==> config.mk <==
export PLATFORM = sky130hd
export DESIGN_NAME = afr_regs
export DESIGN_NICKNAME = d
export VERILOG_FILES = /design/src/rtl/afr_pkg.sv /design/src/rtl/afr_clk_delay.sv /design/src/rtl/afr_regs.sv
export SDC_FILE = /design/constraint.sdc
export NUM_CORES = 1
export LEC_CHECK = 0
export ABC_AREA = 1
export ABC_CLOCK_PERIOD_IN_PS = 8500
export BUFFER_PORTS_ARGS = -buffer_cell sky130_fd_sc_hd__buf_2
export CAP_MARGIN = 20
export CORE_MARGIN = 2
export CORE_UTILIZATION = 25
export CTS_CLUSTER_DIAMETER = 80
export CTS_CLUSTER_SIZE = 20
export DETAILED_ROUTE_END_ITERATION = 8
export SETUP_SLACK_MARGIN = 0.5
export SKIP_CTS_REPAIR_TIMING = 1
export SLEW_MARGIN = 20
export SYNTH_ARGS = -nofsm -noshare
export SYNTH_HDL_FRONTEND = slang
export SYNTH_SLANG_ARGS = --single-unit
==> constraint.sdc <==
create_clock -name ref_clk -period 8.5 [get_ports ref_clk]
set_input_delay 0.85 -clock ref_clk [delete_from_list [all_inputs] [get_ports ref_clk]]
set_output_delay 0.85 -clock ref_clk [all_outputs]
set_load 0.01 [all_outputs]
==> src/rtl/afr_pkg.sv <==
/*
 * Shared constants and types for the amplifier-chain configuration bank:
 * register offsets, writable masks, field positions, decode codes and
 * the packed carriers used at the block ports.
 * Assumes an 8-bit register address and 16-bit register data.
 */
package afr_pkg;

    // Bus and map geometry
    localparam int ADDR_W = 8;
    localparam int DATA_W = 16;
    localparam int NREG = 12;
    localparam int NCH = 16;
    localparam int PH_W = 4;
    localparam int PH_PER_REG = 4;

    typedef logic [ADDR_W-1:0] afr_addr_t;
    typedef logic [DATA_W-1:0] afr_word_t;
    typedef logic signed [11:0] afr_dly_ps_t;

    // Register offsets
    localparam afr_addr_t ADDR_OUT_DELAY = 8'h43;
    localparam afr_addr_t ADDR_CW_CTRL = 8'hC0;
    localparam afr_addr_t ADDR_MIX_CH1 = 8'hC1;
    localparam afr_addr_t ADDR_MIX_CH5 = 8'hC2;
    localparam afr_addr_t ADDR_MIX_CH9 = 8'hC3;
    localparam afr_addr_t ADDR_MIX_CH13 = 8'hC4;
    localparam afr_addr_t ADDR_CH_PDN = 8'hC5;
    localparam afr_addr_t ADDR_GBL_PWR = 8'hC6;
    localparam afr_addr_t ADDR_FILTER = 8'hC7;
    localparam afr_addr_t ADDR_LOW_PWR = 8'hC8;
    localparam afr_addr_t ADDR_MED_PWR = 8'hCE;
    localparam afr_addr_t ADDR_SW_DIS = 8'hE6;
    localparam afr_addr_t ADDR_CHAIN_FIRST = 8'hC0;
    localparam afr_addr_t ADDR_CHAIN_LAST = 8'hE6;

    // Storage index of each register
    localparam int IDX_OUT_DELAY = 0;
    localparam int IDX_CW_CTRL = 1;
    localparam int IDX_MIX0 = 2;
    localparam int IDX_CH_PDN = 6;
    localparam int IDX_GBL_PWR = 7;
    localparam int IDX_FILTER = 8;
    localparam int IDX_LOW_PWR = 9;
    localparam int IDX_MED_PWR = 10;
    localparam int IDX_SW_DIS = 11;

    localparam afr_addr_t REG_ADDR [NREG] = '{
        ADDR_OUT_DELAY, ADDR_CW_CTRL, ADDR_MIX_CH1, ADDR_MIX_CH5,
        ADDR_MIX_CH9, ADDR_MIX_CH13, ADDR_CH_PDN, ADDR_GBL_PWR,
        ADDR_FILTER, ADDR_LOW_PWR, ADDR_MED_PWR, ADDR_SW_DIS};

    // Writable bits; reserved positions store and read zero
    localparam afr_word_t REG_MASK [NREG] = '{
        16'h001E, 16'h001F, 16'hFFFF, 16'hFFFF,
        16'hFFFF, 16'hFFFF, 16'hFFFF, 16'h000F,
        16'h0F80, 16'h1000, 16'h4000, 16'h001F};

    localparam afr_word_t RESET_WORD = 16'h0000;

    // Field positions
    localparam int DLY_LSB = 1;
    localparam int DLY_W = 4;
    localparam int CW_SEL_BIT = 0;
    localparam int CW_RATIO_LSB = 1;
    localparam int CW_RATIO_W = 2;
    localparam int CLKBUF16_BIT = 3;
    localparam int CLKBUF1_BIT = 4;
    localparam int GBL_W = 4;
    localparam int FILT_LSB = 7;
    localparam int FILT_W = 5;
    localparam int LOW_PWR_BIT = 12;
    localparam int MED_PWR_BIT = 14;
    localparam int SW_DIS_W = 5;

    // Clock ratio codes and their one-hot form {16X, 8X, 4X, 1X}
    localparam logic [1:0] RATIO_16X = 2'h0;
    localparam logic [1:0] RATIO_8X = 2'h1;
    localparam logic [1:0] RATIO_4X = 2'h2;
    localparam logic [1:0] RATIO_1X = 2'h3;
    localparam logic [3:0] ONEHOT_16X = 4'h8;
    localparam logic [3:0] ONEHOT_8X = 4'h4;
    localparam logic [3:0] ONEHOT_4X = 4'h2;
    localparam logic [3:0] ONEHOT_1X = 4'h1;

    // Serial output clock delay step in picoseconds
    localparam afr_dly_ps_t DLY_STEP_PS = 12'sh06E;

    typedef struct packed {
        logic wr;
        logic rd;
        afr_addr_t addr;
        afr_word_t wdata;
    } afr_bus_req_t;

    typedef struct packed {
        logic cw_mode;
        logic time_gain_mode;
        logic fixed_gain_18db;
        logic atten_lpf_disable;
        logic [3:0] ratio_onehot;
        logic single_rate_diff;
        logic sixteen_rate_diff;
    } afr_cw_cfg_t;

    typedef struct packed {
        logic [NREG-1:0][DATA_W-1:0] regs;
        afr_word_t rd_data;
        logic rd_valid;
        afr_cw_cfg_t cw_cfg;
        logic order_err;
    } afr_state_t;

    typedef struct packed {
        afr_dly_ps_t delay_ps;
    } afr_dly_state_t;

endpackage

==> src/rtl/afr_clk_delay.sv <==
/*
 * Serial output clock delay decoder: turns the four-bit two's complement
 * delay code into a signed delay in picoseconds, one register stage.
 * Assumes the code input comes from a flop in the same clock domain.
 */
`timescale 1ns/1ns
`default_nettype none

module afr_clk_delay
    import afr_pkg::*;
(
    input wire logic ref_clk,
    input wire logic sys_rst,
    input wire logic [3:0] delay_code,
    output afr_pkg::afr_dly_ps_t delay_ps
);

    afr_dly_state_t st_q;
    afr_dly_state_t st_d;

    // Sign-extend the code, then scale by the step size
    always_comb
    begin
        st_d = st_q;
        st_d.delay_ps = afr_dly_ps_t'({{8{delay_code[3]}}, delay_code}) * DLY_STEP_PS;
    end

    always_ff @(posedge ref_clk)
    begin
        if (sys_rst)
            st_q <= '0;
        else
            st_q <= st_d;
    end

    assign delay_ps = st_q.delay_ps;

    // Code F must give minus one step, zero code no delay, code 1 one step
    property p_dly_signed;
        @(posedge ref_clk) disable iff (sys_rst)
        (delay_code == 4'hF) |=> (delay_ps == -DLY_STEP_PS);
    endproperty
    a_dly_signed: assert property (p_dly_signed) else $error("delay code F not -1 step");

    property p_dly_zero_pos;
        @(posedge ref_clk) disable iff (sys_rst)
        (delay_code == 4'h0) ##1 (delay_code == 4'h1) |=> (delay_ps == DLY_STEP_PS) && ($past(delay_ps) == 12'sh000);
    endproperty
    a_dly_zero_pos: assert property (p_dly_zero_pos) else $error("delay codes 0/1 wrong");

endmodule

`default_nettype wire

==> src/rtl/afr_regs.sv <==
/*
 * Configuration register bank for the receive front end: serial output
 * clock delay and the amplifier-chain map (continuous-wave control,
 * mixer phases, power-down, filter, power and switch options).
 * Assumes a host on a plain strobe port in the ref_clk domain and an
 * externally held gain-table write enable level.
 */
// Implementation choice: strobed register access.
`timescale 1ns/1ns
`default_nettype none

//Behaviour
//- Delay code bits 4:1, 110 ps steps
//- Delay code is two's complement signed
//- Chain registers reset to all zero
//- Single-rate buffer bit: 0 CMOS, 1 differential
//- Sixteen-rate buffer bit: 0 differential, 1 CMOS
//- Ratio field 00/01/10/11 is 16X/8X/4X/1X
//- Bit 0 picks time-gain or continuous-wave
//- Mixer phase is N times 22.5 degrees
module afr_regs
    import afr_pkg::*;
(
    input wire logic ref_clk,
    input wire logic sys_rst,
    input wire afr_pkg::afr_bus_req_t bus_req,
    output afr_pkg::afr_word_t rd_data,
    output logic rd_valid,
    input wire logic gain_table_write_enable,
    output logic [3:0] out_clock_delay_code,
    output afr_pkg::afr_dly_ps_t out_delay_ps,
    output afr_pkg::afr_cw_cfg_t cw_cfg,
    output logic [afr_pkg::NCH-1:0][afr_pkg::PH_W-1:0] mixer_phase_channel,
    output logic [afr_pkg::NCH-1:0] channel_power_down,
    output logic [afr_pkg::GBL_W-1:0] global_power_ctrl,
    output logic [afr_pkg::FILT_W-1:0] filter_cfg,
    output logic low_power_sel,
    output logic medium_power_sel,
    output logic [afr_pkg::SW_DIS_W-1:0] switch_disable,
    output logic order_err
);

    afr_state_t st_q;
    afr_state_t st_d;
    logic in_chain;
    logic [CW_RATIO_W-1:0] ratio_code;
    afr_word_t cw_word;

    // Chain map spans the continuous-wave control to the switch disables
    assign in_chain = (bus_req.addr >= ADDR_CHAIN_FIRST) && (bus_req.addr <= ADDR_CHAIN_LAST);

    // Reset image: all registers zero, decodes already show that zero word
    // Avoids a cycle after reset where neither mode nor any ratio is on
    localparam afr_state_t RST_STATE = '{
        regs: '0,
        rd_data: RESET_WORD,
        rd_valid: 1'b0,
        cw_cfg: '{
            cw_mode: 1'b0,
            time_gain_mode: 1'b1,
            fixed_gain_18db: 1'b0,
            atten_lpf_disable: 1'b0,
            ratio_onehot: ONEHOT_16X,
            single_rate_diff: 1'b0,
            sixteen_rate_diff: 1'b1
        },
        order_err: 1'b0
    };

    // Next-state: bus decode, read capture, mode decode
    always_comb
    begin
        st_d = st_q;
        st_d.rd_valid = bus_req.rd;
        st_d.rd_data = RESET_WORD;
        for (int i = 0; i < NREG; i++)
        begin
            if (bus_req.addr == REG_ADDR[i])
            begin
                // Reserved positions are dropped, not stored
                if (bus_req.wr)
                    st_d.regs[i] = bus_req.wdata & REG_MASK[i];
                if (bus_req.rd)
                    st_d.rd_data = st_q.regs[i];
            end
        end
        // Sticky until reset; the write itself still lands
        if (bus_req.wr && in_chain && gain_table_write_enable)
            st_d.order_err = 1'b1;
        // Decode the control word as it will stand after this edge
        cw_word = st_d.regs[IDX_CW_CTRL];
        ratio_code = cw_word[CW_RATIO_LSB +: CW_RATIO_W];
        st_d.cw_cfg.cw_mode = cw_word[CW_SEL_BIT];
        st_d.cw_cfg.time_gain_mode = !cw_word[CW_SEL_BIT];
        // Gain pinned at 18 dB; attenuator and filter bypassed in CW
        st_d.cw_cfg.fixed_gain_18db = cw_word[CW_SEL_BIT];
        st_d.cw_cfg.atten_lpf_disable = cw_word[CW_SEL_BIT];
        st_d.cw_cfg.single_rate_diff = cw_word[CLKBUF1_BIT];
        // Opposite sense to the single-rate buffer bit
        st_d.cw_cfg.sixteen_rate_diff = !cw_word[CLKBUF16_BIT];
        unique case (ratio_code)
            RATIO_16X: st_d.cw_cfg.ratio_onehot = ONEHOT_16X;
            RATIO_8X: st_d.cw_cfg.ratio_onehot = ONEHOT_8X;
            RATIO_4X: st_d.cw_cfg.ratio_onehot = ONEHOT_4X;
            RATIO_1X: st_d.cw_cfg.ratio_onehot = ONEHOT_1X;
        endcase
    end

    // Synchronous reset clears every register; decodes match the zero word
    always_ff @(posedge ref_clk)
    begin
        if (sys_rst)
            st_q <= RST_STATE;
        else
            st_q <= st_d;
    end

    // Signed picosecond form of the delay, one stage behind the code
    afr_clk_delay u_clk_delay (
        .ref_clk(ref_clk),
        .sys_rst(sys_rst),
        .delay_code(out_clock_delay_code),
        .delay_ps(out_delay_ps)
    );

    // Register fields straight out to the analog controls
    assign rd_data = st_q.rd_data;
    assign rd_valid = st_q.rd_valid;
    assign out_clock_delay_code = st_q.regs[IDX_OUT_DELAY][DLY_LSB +: DLY_W];
    assign cw_cfg = st_q.cw_cfg;
    assign channel_power_down = st_q.regs[IDX_CH_PDN];
    assign global_power_ctrl = st_q.regs[IDX_GBL_PWR][GBL_W-1:0];
    assign filter_cfg = st_q.regs[IDX_FILTER][FILT_LSB +: FILT_W];
    assign low_power_sel = st_q.regs[IDX_LOW_PWR][LOW_PWR_BIT];
    assign medium_power_sel = st_q.regs[IDX_MED_PWR][MED_PWR_BIT];
    assign switch_disable = st_q.regs[IDX_SW_DIS][SW_DIS_W-1:0];
    assign order_err = st_q.order_err;

    // Four phase codes per word, channel 1 in the low nibble
    // Code N means N x 22.5 degrees; the analog side does the scaling
    for (genvar g = 0; g < NCH; g++)
    begin : g_phase
        assign mixer_phase_channel[g] =
            st_q.regs[IDX_MIX0 + g / PH_PER_REG][(g % PH_PER_REG) * PH_W +: PH_W];
    end

    // Delay field follows the written bits 4:1
    property p_dly_field;
        @(posedge ref_clk) disable iff (sys_rst)
        (bus_req.wr && bus_req.addr == ADDR_OUT_DELAY)
            |=> (out_clock_delay_code == $past(bus_req.wdata[DLY_LSB +: DLY_W]));
    endproperty
    a_dly_field: assert property (p_dly_field) else $error("delay code not stored");

    // Delay in ps reaches the written code two edges after the write
    property p_dly_ps;
        @(posedge ref_clk) disable iff (sys_rst)
        (bus_req.wr && bus_req.addr == ADDR_OUT_DELAY && bus_req.wdata[DLY_LSB +: DLY_W] == 4'hE)
            ##1 !(bus_req.wr && bus_req.addr == ADDR_OUT_DELAY)
            |=> (out_delay_ps == -(DLY_STEP_PS + DLY_STEP_PS));
    endproperty
    a_dly_ps: assert property (p_dly_ps) else $error("delay code E not -220 ps");

    // After reset every register reads back zero
    property p_reset_zero;
        @(posedge ref_clk)
        sys_rst |=> (st_q.regs == '0) && !order_err && (cw_cfg.ratio_onehot == ONEHOT_16X);
    endproperty
    a_reset_zero: assert property (p_reset_zero) else $error("register not zero after reset");

    property p_clkbuf1;
        @(posedge ref_clk) disable iff (sys_rst)
        (bus_req.wr && bus_req.addr == ADDR_CW_CTRL)
            |=> (cw_cfg.single_rate_diff == $past(bus_req.wdata[CLKBUF1_BIT]));
    endproperty
    a_clkbuf1: assert property (p_clkbuf1) else $error("single-rate buffer select wrong");

    property p_clkbuf16;
        @(posedge ref_clk) disable iff (sys_rst)
        (bus_req.wr && bus_req.addr == ADDR_CW_CTRL)
            |=> (cw_cfg.sixteen_rate_diff != $past(bus_req.wdata[CLKBUF16_BIT]));
    endproperty
    a_clkbuf16: assert property (p_clkbuf16) else $error("sixteen-rate buffer select wrong");

    // Ratio decode is one-hot and maps 00 to 16X, 11 to 1X
    property p_ratio;
        @(posedge ref_clk) disable iff (sys_rst)
        (bus_req.wr && bus_req.addr == ADDR_CW_CTRL)
            |=> $onehot(cw_cfg.ratio_onehot)
                && (($past(bus_req.wdata[CW_RATIO_LSB +: CW_RATIO_W]) == RATIO_16X)
                    == (cw_cfg.ratio_onehot == ONEHOT_16X))
                && (($past(bus_req.wdata[CW_RATIO_LSB +: CW_RATIO_W]) == RATIO_1X)
                    == (cw_cfg.ratio_onehot == ONEHOT_1X));
    endproperty
    a_ratio: assert property (p_ratio) else $error("clock ratio decode wrong");

    // The two modes never overlap; CW forces fixed gain and bypass
    property p_mode_excl;
        @(posedge ref_clk) disable iff (sys_rst)
        (cw_cfg.cw_mode != cw_cfg.time_gain_mode)
            && (cw_cfg.fixed_gain_18db == cw_cfg.cw_mode)
            && (cw_cfg.atten_lpf_disable == cw_cfg.cw_mode)
            && (cw_cfg.cw_mode == st_q.regs[IDX_CW_CTRL][CW_SEL_BIT]);
    endproperty
    a_mode_excl: assert property (p_mode_excl) else $error("mode select inconsistent");

    // Reserved bits of the control word read back as zero
    property p_reserved;
        @(posedge ref_clk) disable iff (sys_rst)
        (bus_req.rd && bus_req.addr == ADDR_CW_CTRL)
            |=> rd_valid && (rd_data[DATA_W-1:CLKBUF1_BIT+1] == '0);
    endproperty
    a_reserved: assert property (p_reserved) else $error("reserved bits read nonzero");

    // Channel 1 and channel 4 phase follow their nibbles
    property p_phase;
        @(posedge ref_clk) disable iff (sys_rst)
        (bus_req.wr && bus_req.addr == ADDR_MIX_CH1)
            |=> (mixer_phase_channel[0] == $past(bus_req.wdata[PH_W-1:0]))
                && (mixer_phase_channel[3] == $past(bus_req.wdata[DATA_W-1 -: PH_W]));
    endproperty
    a_phase: assert property (p_phase) else $error("mixer phase not stored");

    // Chain write with the gain table enabled raises the error flag
    property p_order;
        @(posedge ref_clk) disable iff (sys_rst)
        (bus_req.wr && in_chain && gain_table_write_enable) |=> order_err [*2];
    endproperty
    a_order: assert property (p_order) else $error("order error not held");

    // Read data stand only in the cycle after the strobe
    property p_rd_timing;
        @(posedge ref_clk) disable iff (sys_rst)
        !bus_req.rd |=> !rd_valid && (rd_data == RESET_WORD);
    endproperty
    a_rd_timing: assert property (p_rd_timing) else $error("read data outside its cycle");

    c_cw_entry: cover property (@(posedge ref_clk) disable iff (sys_rst)
        $rose(cw_cfg.cw_mode) ##1 cw_cfg.ratio_onehot == ONEHOT_1X);
    c_neg_delay: cover property (@(posedge ref_clk) disable iff (sys_rst)
        out_delay_ps < 12'sh000);
    c_wr_then_rd: cover property (@(posedge ref_clk) disable iff (sys_rst)
        (bus_req.wr && bus_req.addr == ADDR_MIX_CH13) ##1
        (bus_req.rd && bus_req.addr == ADDR_MIX_CH13));
    c_order_err: cover property (@(posedge ref_clk) disable iff (sys_rst)
        $rose(order_err));

endmodule

`default_nettype wire

# After elaboration in Yosys (flattened, before gate mapping)
# Index checks and enable logic that the tools add are counted.
# W data, S select, Z words.
[totals]
register_bits = 143
input_bits = 29
output_inout_bits = 140
wordCells = 84
[classes]
mul = 1
magnitude_cmp = 2
eq_ne = 15
n_mux = 27
reduce_logical = 17
[op_table]
columns = ["cell", "n"]
rows = [
  ["$mux W16", 23],
  ["$eq A8 B8 Y1 const B", 11],
  ["$reduce_and A2 Y1", 11],
  ["$pmux W4 S4", 1],
  ["$mux W5", 3],
  ["$mul A4 B7 Y11 const B", 1],
  ["$eq A8 B7 Y1 const B", 1],
  ["$ge A8 B8 Y1 const B", 1],
  ["$le A8 B8 Y1 const B", 1],
  ["$eq A2 B2 Y1 const B", 2],
  ["$logic_and A1 B1 Y1", 3],
  ["$eq A2 B1 Y1 const B", 1],
  ["$logic_not A1 Y1", 2],
  ["$logic_not A2 Y1", 1],
]

# Depth between registers and ports, before layout
[logic_depth]
depth_word = 24
ltp_mapped = 16
depth_no_buf = 16

# Cells and area by module
# Synthesis repeated with hierarchy kept, for this count alone.
[hier_totals]
cells_unflattened = 1003
hier_area_um2 = 7543.5
[by_module_without_submodules]
columns = ["module", "n_inst", "cells_per_inst", "area_per_inst_um2", "seq_area_each_um2"]
rows = [
  ["afr_regs", 1, 897, 6706.4, 2582.5],
  ["afr_clk_delay", 1, 106, 837.1, 220.2],
]

# Worst setup path after synthesis
# OpenSTA, ideal clock, no wires.
[synth_path]
kind = "flip-flop to flip-flop"
startpoint = "register st_q, in the netlist out_clock_delay_code[1]"
endpoint = "register u_clk_delay.st_q, in the netlist u_clk_delay.delay_ps[10]"
setup_time_ps = 70
arrival_time_ps = 2866
required_ps = 8430
path_slack_ps = 5564
stages_incl_launch_ff = 17
n_path_buf = 0
synth_period_minus_slack_ps = 2936
cell_sequence = "dfxtp_1 -> inv_1 -> ha_1 -> ha_1 -> inv_1 -> fa_1 -> inv_1 -> ha_1 -> inv_1 -> fa_1 -> o21ai_0 -> a21oi_1 -> inv_1 -> nand2_1 -> a21boi_0 -> o21ai_0 -> a21oi_1"
[synth_via]
elab_chain_len = 1
[synth_lines]
columns = ["element", "line_no", "rtl"]
rows = [
  ["from (decl)", "afr_regs.sv:43", "afr_state_t st_q;"],
  ["from (signal assigned)", "afr_regs.sv:115", "st_q <= st_d;"],
  ["$mul A4 B7 Y11", "afr_clk_delay.sv:25", "st_d.delay_ps = afr_dly_ps_t'({{8{delay_code[3]}}, delay_code}) * DLY_STEP_PS;"],
  ["to (signal assigned)", "afr_clk_delay.sv:33", "st_q <= st_d;"],
  ["to (decl)", "afr_clk_delay.sv:18", "afr_dly_state_t st_q;"],
]
# Every way passes these cells.
# A chain may end at the register's enable or synchronous reset.

# Final worst setup path
# Ends and elaborated chain as after synthesis.

==> reports/results.txt <==
Kind of end point of the critical path - flip-flop
Worst path depth - 16
Die height - 174.0 µm
Vias per cell - 4.531
Worst R2R End - u_clk_delay.delay_ps[10]
Crit Path Class - reg -> reg
Ys async rst share - 0
DRC violations left - 0
Largest area contributor in the netlist - dfxtp_1
Clock buffer depth - 2
Global route overflow - 0
Final TNS setup - 0 ns
Pre-antenna DRT Iters - 5
Synth-to-Final Area Change - 11.41%
Hold violation total from the final report - 0
Total CTS buffers - 17
WL met2 - 10790 µm
WL met3 - 1544 µm
Slew HR - 0.4255
XOR/XNOR share of the synthesized area - 0
Largest cells by area after synthesis - dfxtp_1, buf_4, a21oi_1
Worst Setup Slack, final - 5.265 ns
Top sig layer - met4
Worst path max stage delay - 0.51 ns
M1 WL - 10410 µm
Root Buffer - clkbuf_16
CTS clk-pin slew, worst paths - 0.06 ns
Fillcell total - 3195
Fin cells - 1394
Mux contribution to synthesized area - 0
Placed wire-length estimate - 17390 µm
Fin crit period - 3.235 ns
Post-Synth Adder-Cell Area - 0.04225
PwrDens - 184.3 nW/µm²
RSZ-0062 raised after global routing - no
Pleak - 0.003476 µW
Max frequency - 309.2 MHz
Finish-stage setup viols - 0
Final net count - 1049
CTS tree - done
Smallest hold slack - 0.4604 ns
Placed Cells - 1363
Crit-path cells - inv_1, ha_1, ha_1, inv_1, fa_1, inv_1, ha_1, inv_1, fa_1, o21ai_0, a21oi_1, inv_1, nand2_1, a21boi_0, o21ai_0, a21oi_1
Routability cong. - 0.8637
Worst-skew pair later-pin latency - 0.42 ns
Reg2Reg Setup Slack - 5.27 ns
Worst setup endpoint - u_clk_delay.delay_ps[10]
EDFF count, synth - 0
Die Span X - 174.0 µm
Max-Cap Viols - 0
Reg-to-reg startpoint - out_clock_delay_code[1]
N_diodes - 0
Slowest CP cell - dfxtp_1
Flops & latches, synth - 140
Antenna violations before repair - 0
Initial DRC Count - 504
Cell repeated most along the worst path - inv_1
Simple-gate share of the synthesized area - 0.1628
I/O pin total - 169
Top cell type's share of synthesized area - 0.3879
GRT Overall Usage - 0.1496
IO buf count - 167
Startpoint type of the worst setup path - flip-flop
Worst Hold Class - reg -> reg
Post-place setup slack - 5.251 ns
Post-synth top flop - dfxtp_1
Cell row count - 62
WL/cell - 16.55 µm
Worst setup path startpoint - out_clock_delay_code[1]
Crit Path Max Fanout - 8
Netlist cell types - 35
Compound-gate portion of the synthesized area - 0.1953
Final Cycle Share - 0.3805
Synthesized netlist cell count - 977
Worst Path Required - 8.85 ns
Die Footprint - 30280 µm²
First-pass GRT wire length - 34220 µm
Status - completed
Vias in the first global route - 5695
Worst endpoint data arrival time - 3.59 ns
Reg2reg path depth - 16
H-tree levels - 4
Top delay family on crit path - adder cells
Initial Utilization - 0.2531
Largest family of logic cells by synthesized area - buffers and inverters
Final slew viol count - 0
Via Count - 6316
Design Power - 1484 µW
Largest net degree at the start of global routing - 69
Sequential-to-total area share from yosys stat - 0.3879
Crit path buf inv count - 5
Syn Nets - 1028
Final ANT Viol Nets - 0
Core area - 28550 µm²
Mean Syn Cell Area - 7.396 µm²
Clk_skew - 0.008122 ns
Worst-Margin Slew - 0.8586 ns
Routed WL - 23070 µm
Synth warn - 0
CTS sink cnt - 140
Cell area after synthesis - 7226 µm²
Hold Path Stages - 2
Layout cells sized above 1 - 0.2277
VDD IR max - 0.0001006 V
## cells in the final DEF (no fill, tap or decap), types with 7 or more instances in the layout
| cell type | n |
|---|---|
| buf_2 | 167 |
| a21oi_1 | 146 |
| nand2_1 | 142 |
| dfxtp_1 | 140 |
| inv_1 | 98 |
| o21ai_0 | 76 |
| nor2_1 | 49 |
| nand3_1 | 44 |
| o21ai_1 | 24 |
| ha_1 | 18 |
| clkbuf_16 | 17 |
| inv_2 | 12 |
| o211ai_1 | 11 |
| nor3_1 | 7 |
## worst min-delay path by stage
stage                                        end                   start
after CTS                  channel_power_down[3]   channel_power_down[3]
final                      channel_power_down[3]   channel_power_down[3]
after floorplan           channel_power_down[13]  channel_power_down[13]
after global routing       channel_power_down[2]   channel_power_down[2]
after global placement     channel_power_down[1]   channel_power_down[1]
after detailed placement               order_err               order_err
## Yosys cell counts, types with 3 or more instances
| cell type | number |
|---|---|
| fa_1 | 4 |
| o21ai_0 | 76 |
| inv_1 | 98 |
| dfxtp_1 | 140 |
| nor2_1 | 49 |
| buf_4 | 127 |
| inv_2 | 12 |
| ha_1 | 18 |
| a21oi_1 | 146 |
| o211ai_1 | 11 |
| nand2_1 | 142 |
| nand3_1 | 45 |
| nor3_1 | 7 |
| nand2_2 | 6 |
| o21ai_1 | 24 |
| a211oi_1 | 5 |
| clkbuf_1 | 30 |
| buf_2 | 8 |
| nor2_4 | 5 |
| nor2_2 | 3 |
## cells by family (layout without fill, tap and decap cells)
group	after synthesis	after routing
buffers and inverters	277	310
AO/OA/AOI/OAI	270	270
AND/OR/NAND/NOR	267	267
flip-flops	140	140
adder cells (fa/ha/maj)	22	22
other	1	1
## power breakdown
part / total [µW] / switching [µW] / internal (µW)
clock: 764 / 289 / 476
sequential: 659 / 1.02 / 658
combinational: 60.5 / 46.8 / 13.7
## through the flow
| stage | area, µm² | util |
|---|---|---|
| 2_1_floorplan | 7226 | - |
| 3_3_place_gp | 7443 | 0.2607 |
| 3_5_place_dp | 7443 | 0.2607 |
| 4_1_cts | 8045 | 0.2818 |
| 5_1_grt | 8050 | 0.2820 |
| 6_report | 8050 | 0.2820 |
## flip-flops by register name, indices dropped and copies added (netlist names), 4 cells and up
signal                count
u_clk_delay.delay_ps     11
mixer_phase_channel      64
filter_cfg                5
st_q                      5
rd_data                  16
out_clock_delay_code      4
global_power_ctrl         4
switch_disable            5
cw_cfg                    6
channel_power_down       16
## worst register-to-register path, stage by stage, from the launching register on
cell	delay, ns
dfxtp_1	0.51
inv_1	0.14
ha_1	0.33
ha_1	0.19
inv_1	0.06
fa_1	0.40
inv_1	0.07
ha_1	0.16
inv_1	0.06
fa_1	0.39
o21ai_0	0.19
a21oi_1	0.10
inv_1	0.06
nand2_1	0.06
a21boi_0	0.20
o21ai_0	0.10
a21oi_1	0.15
## per-layer routing
metal	global-route usage	vias to the layer above
met4	0.04342	0
li1	-	3113
met2	0.2425	260
met3	0.03018	21
met5	0	-
met1	0.2012	2922
## cell type report
| class | instances | area, µm² | area share |
|---|---|---|---|
| tap | 384 | 480.5 | 0.05968 |
| inverter | 110 | 412.9 | 0.05129 |
| sequential | 140 | 2803 | 0.3482 |
| timing repair buffer | 169 | 850.8 | 0.1057 |
| clock buffer | 21 | 460.4 | 0.05720 |
| multi-input combinational | 560 | 2902 | 0.3604 |
| clock inverter | 10 | 141.4 | 0.01756 |
(Power assumes the default switching activity.)
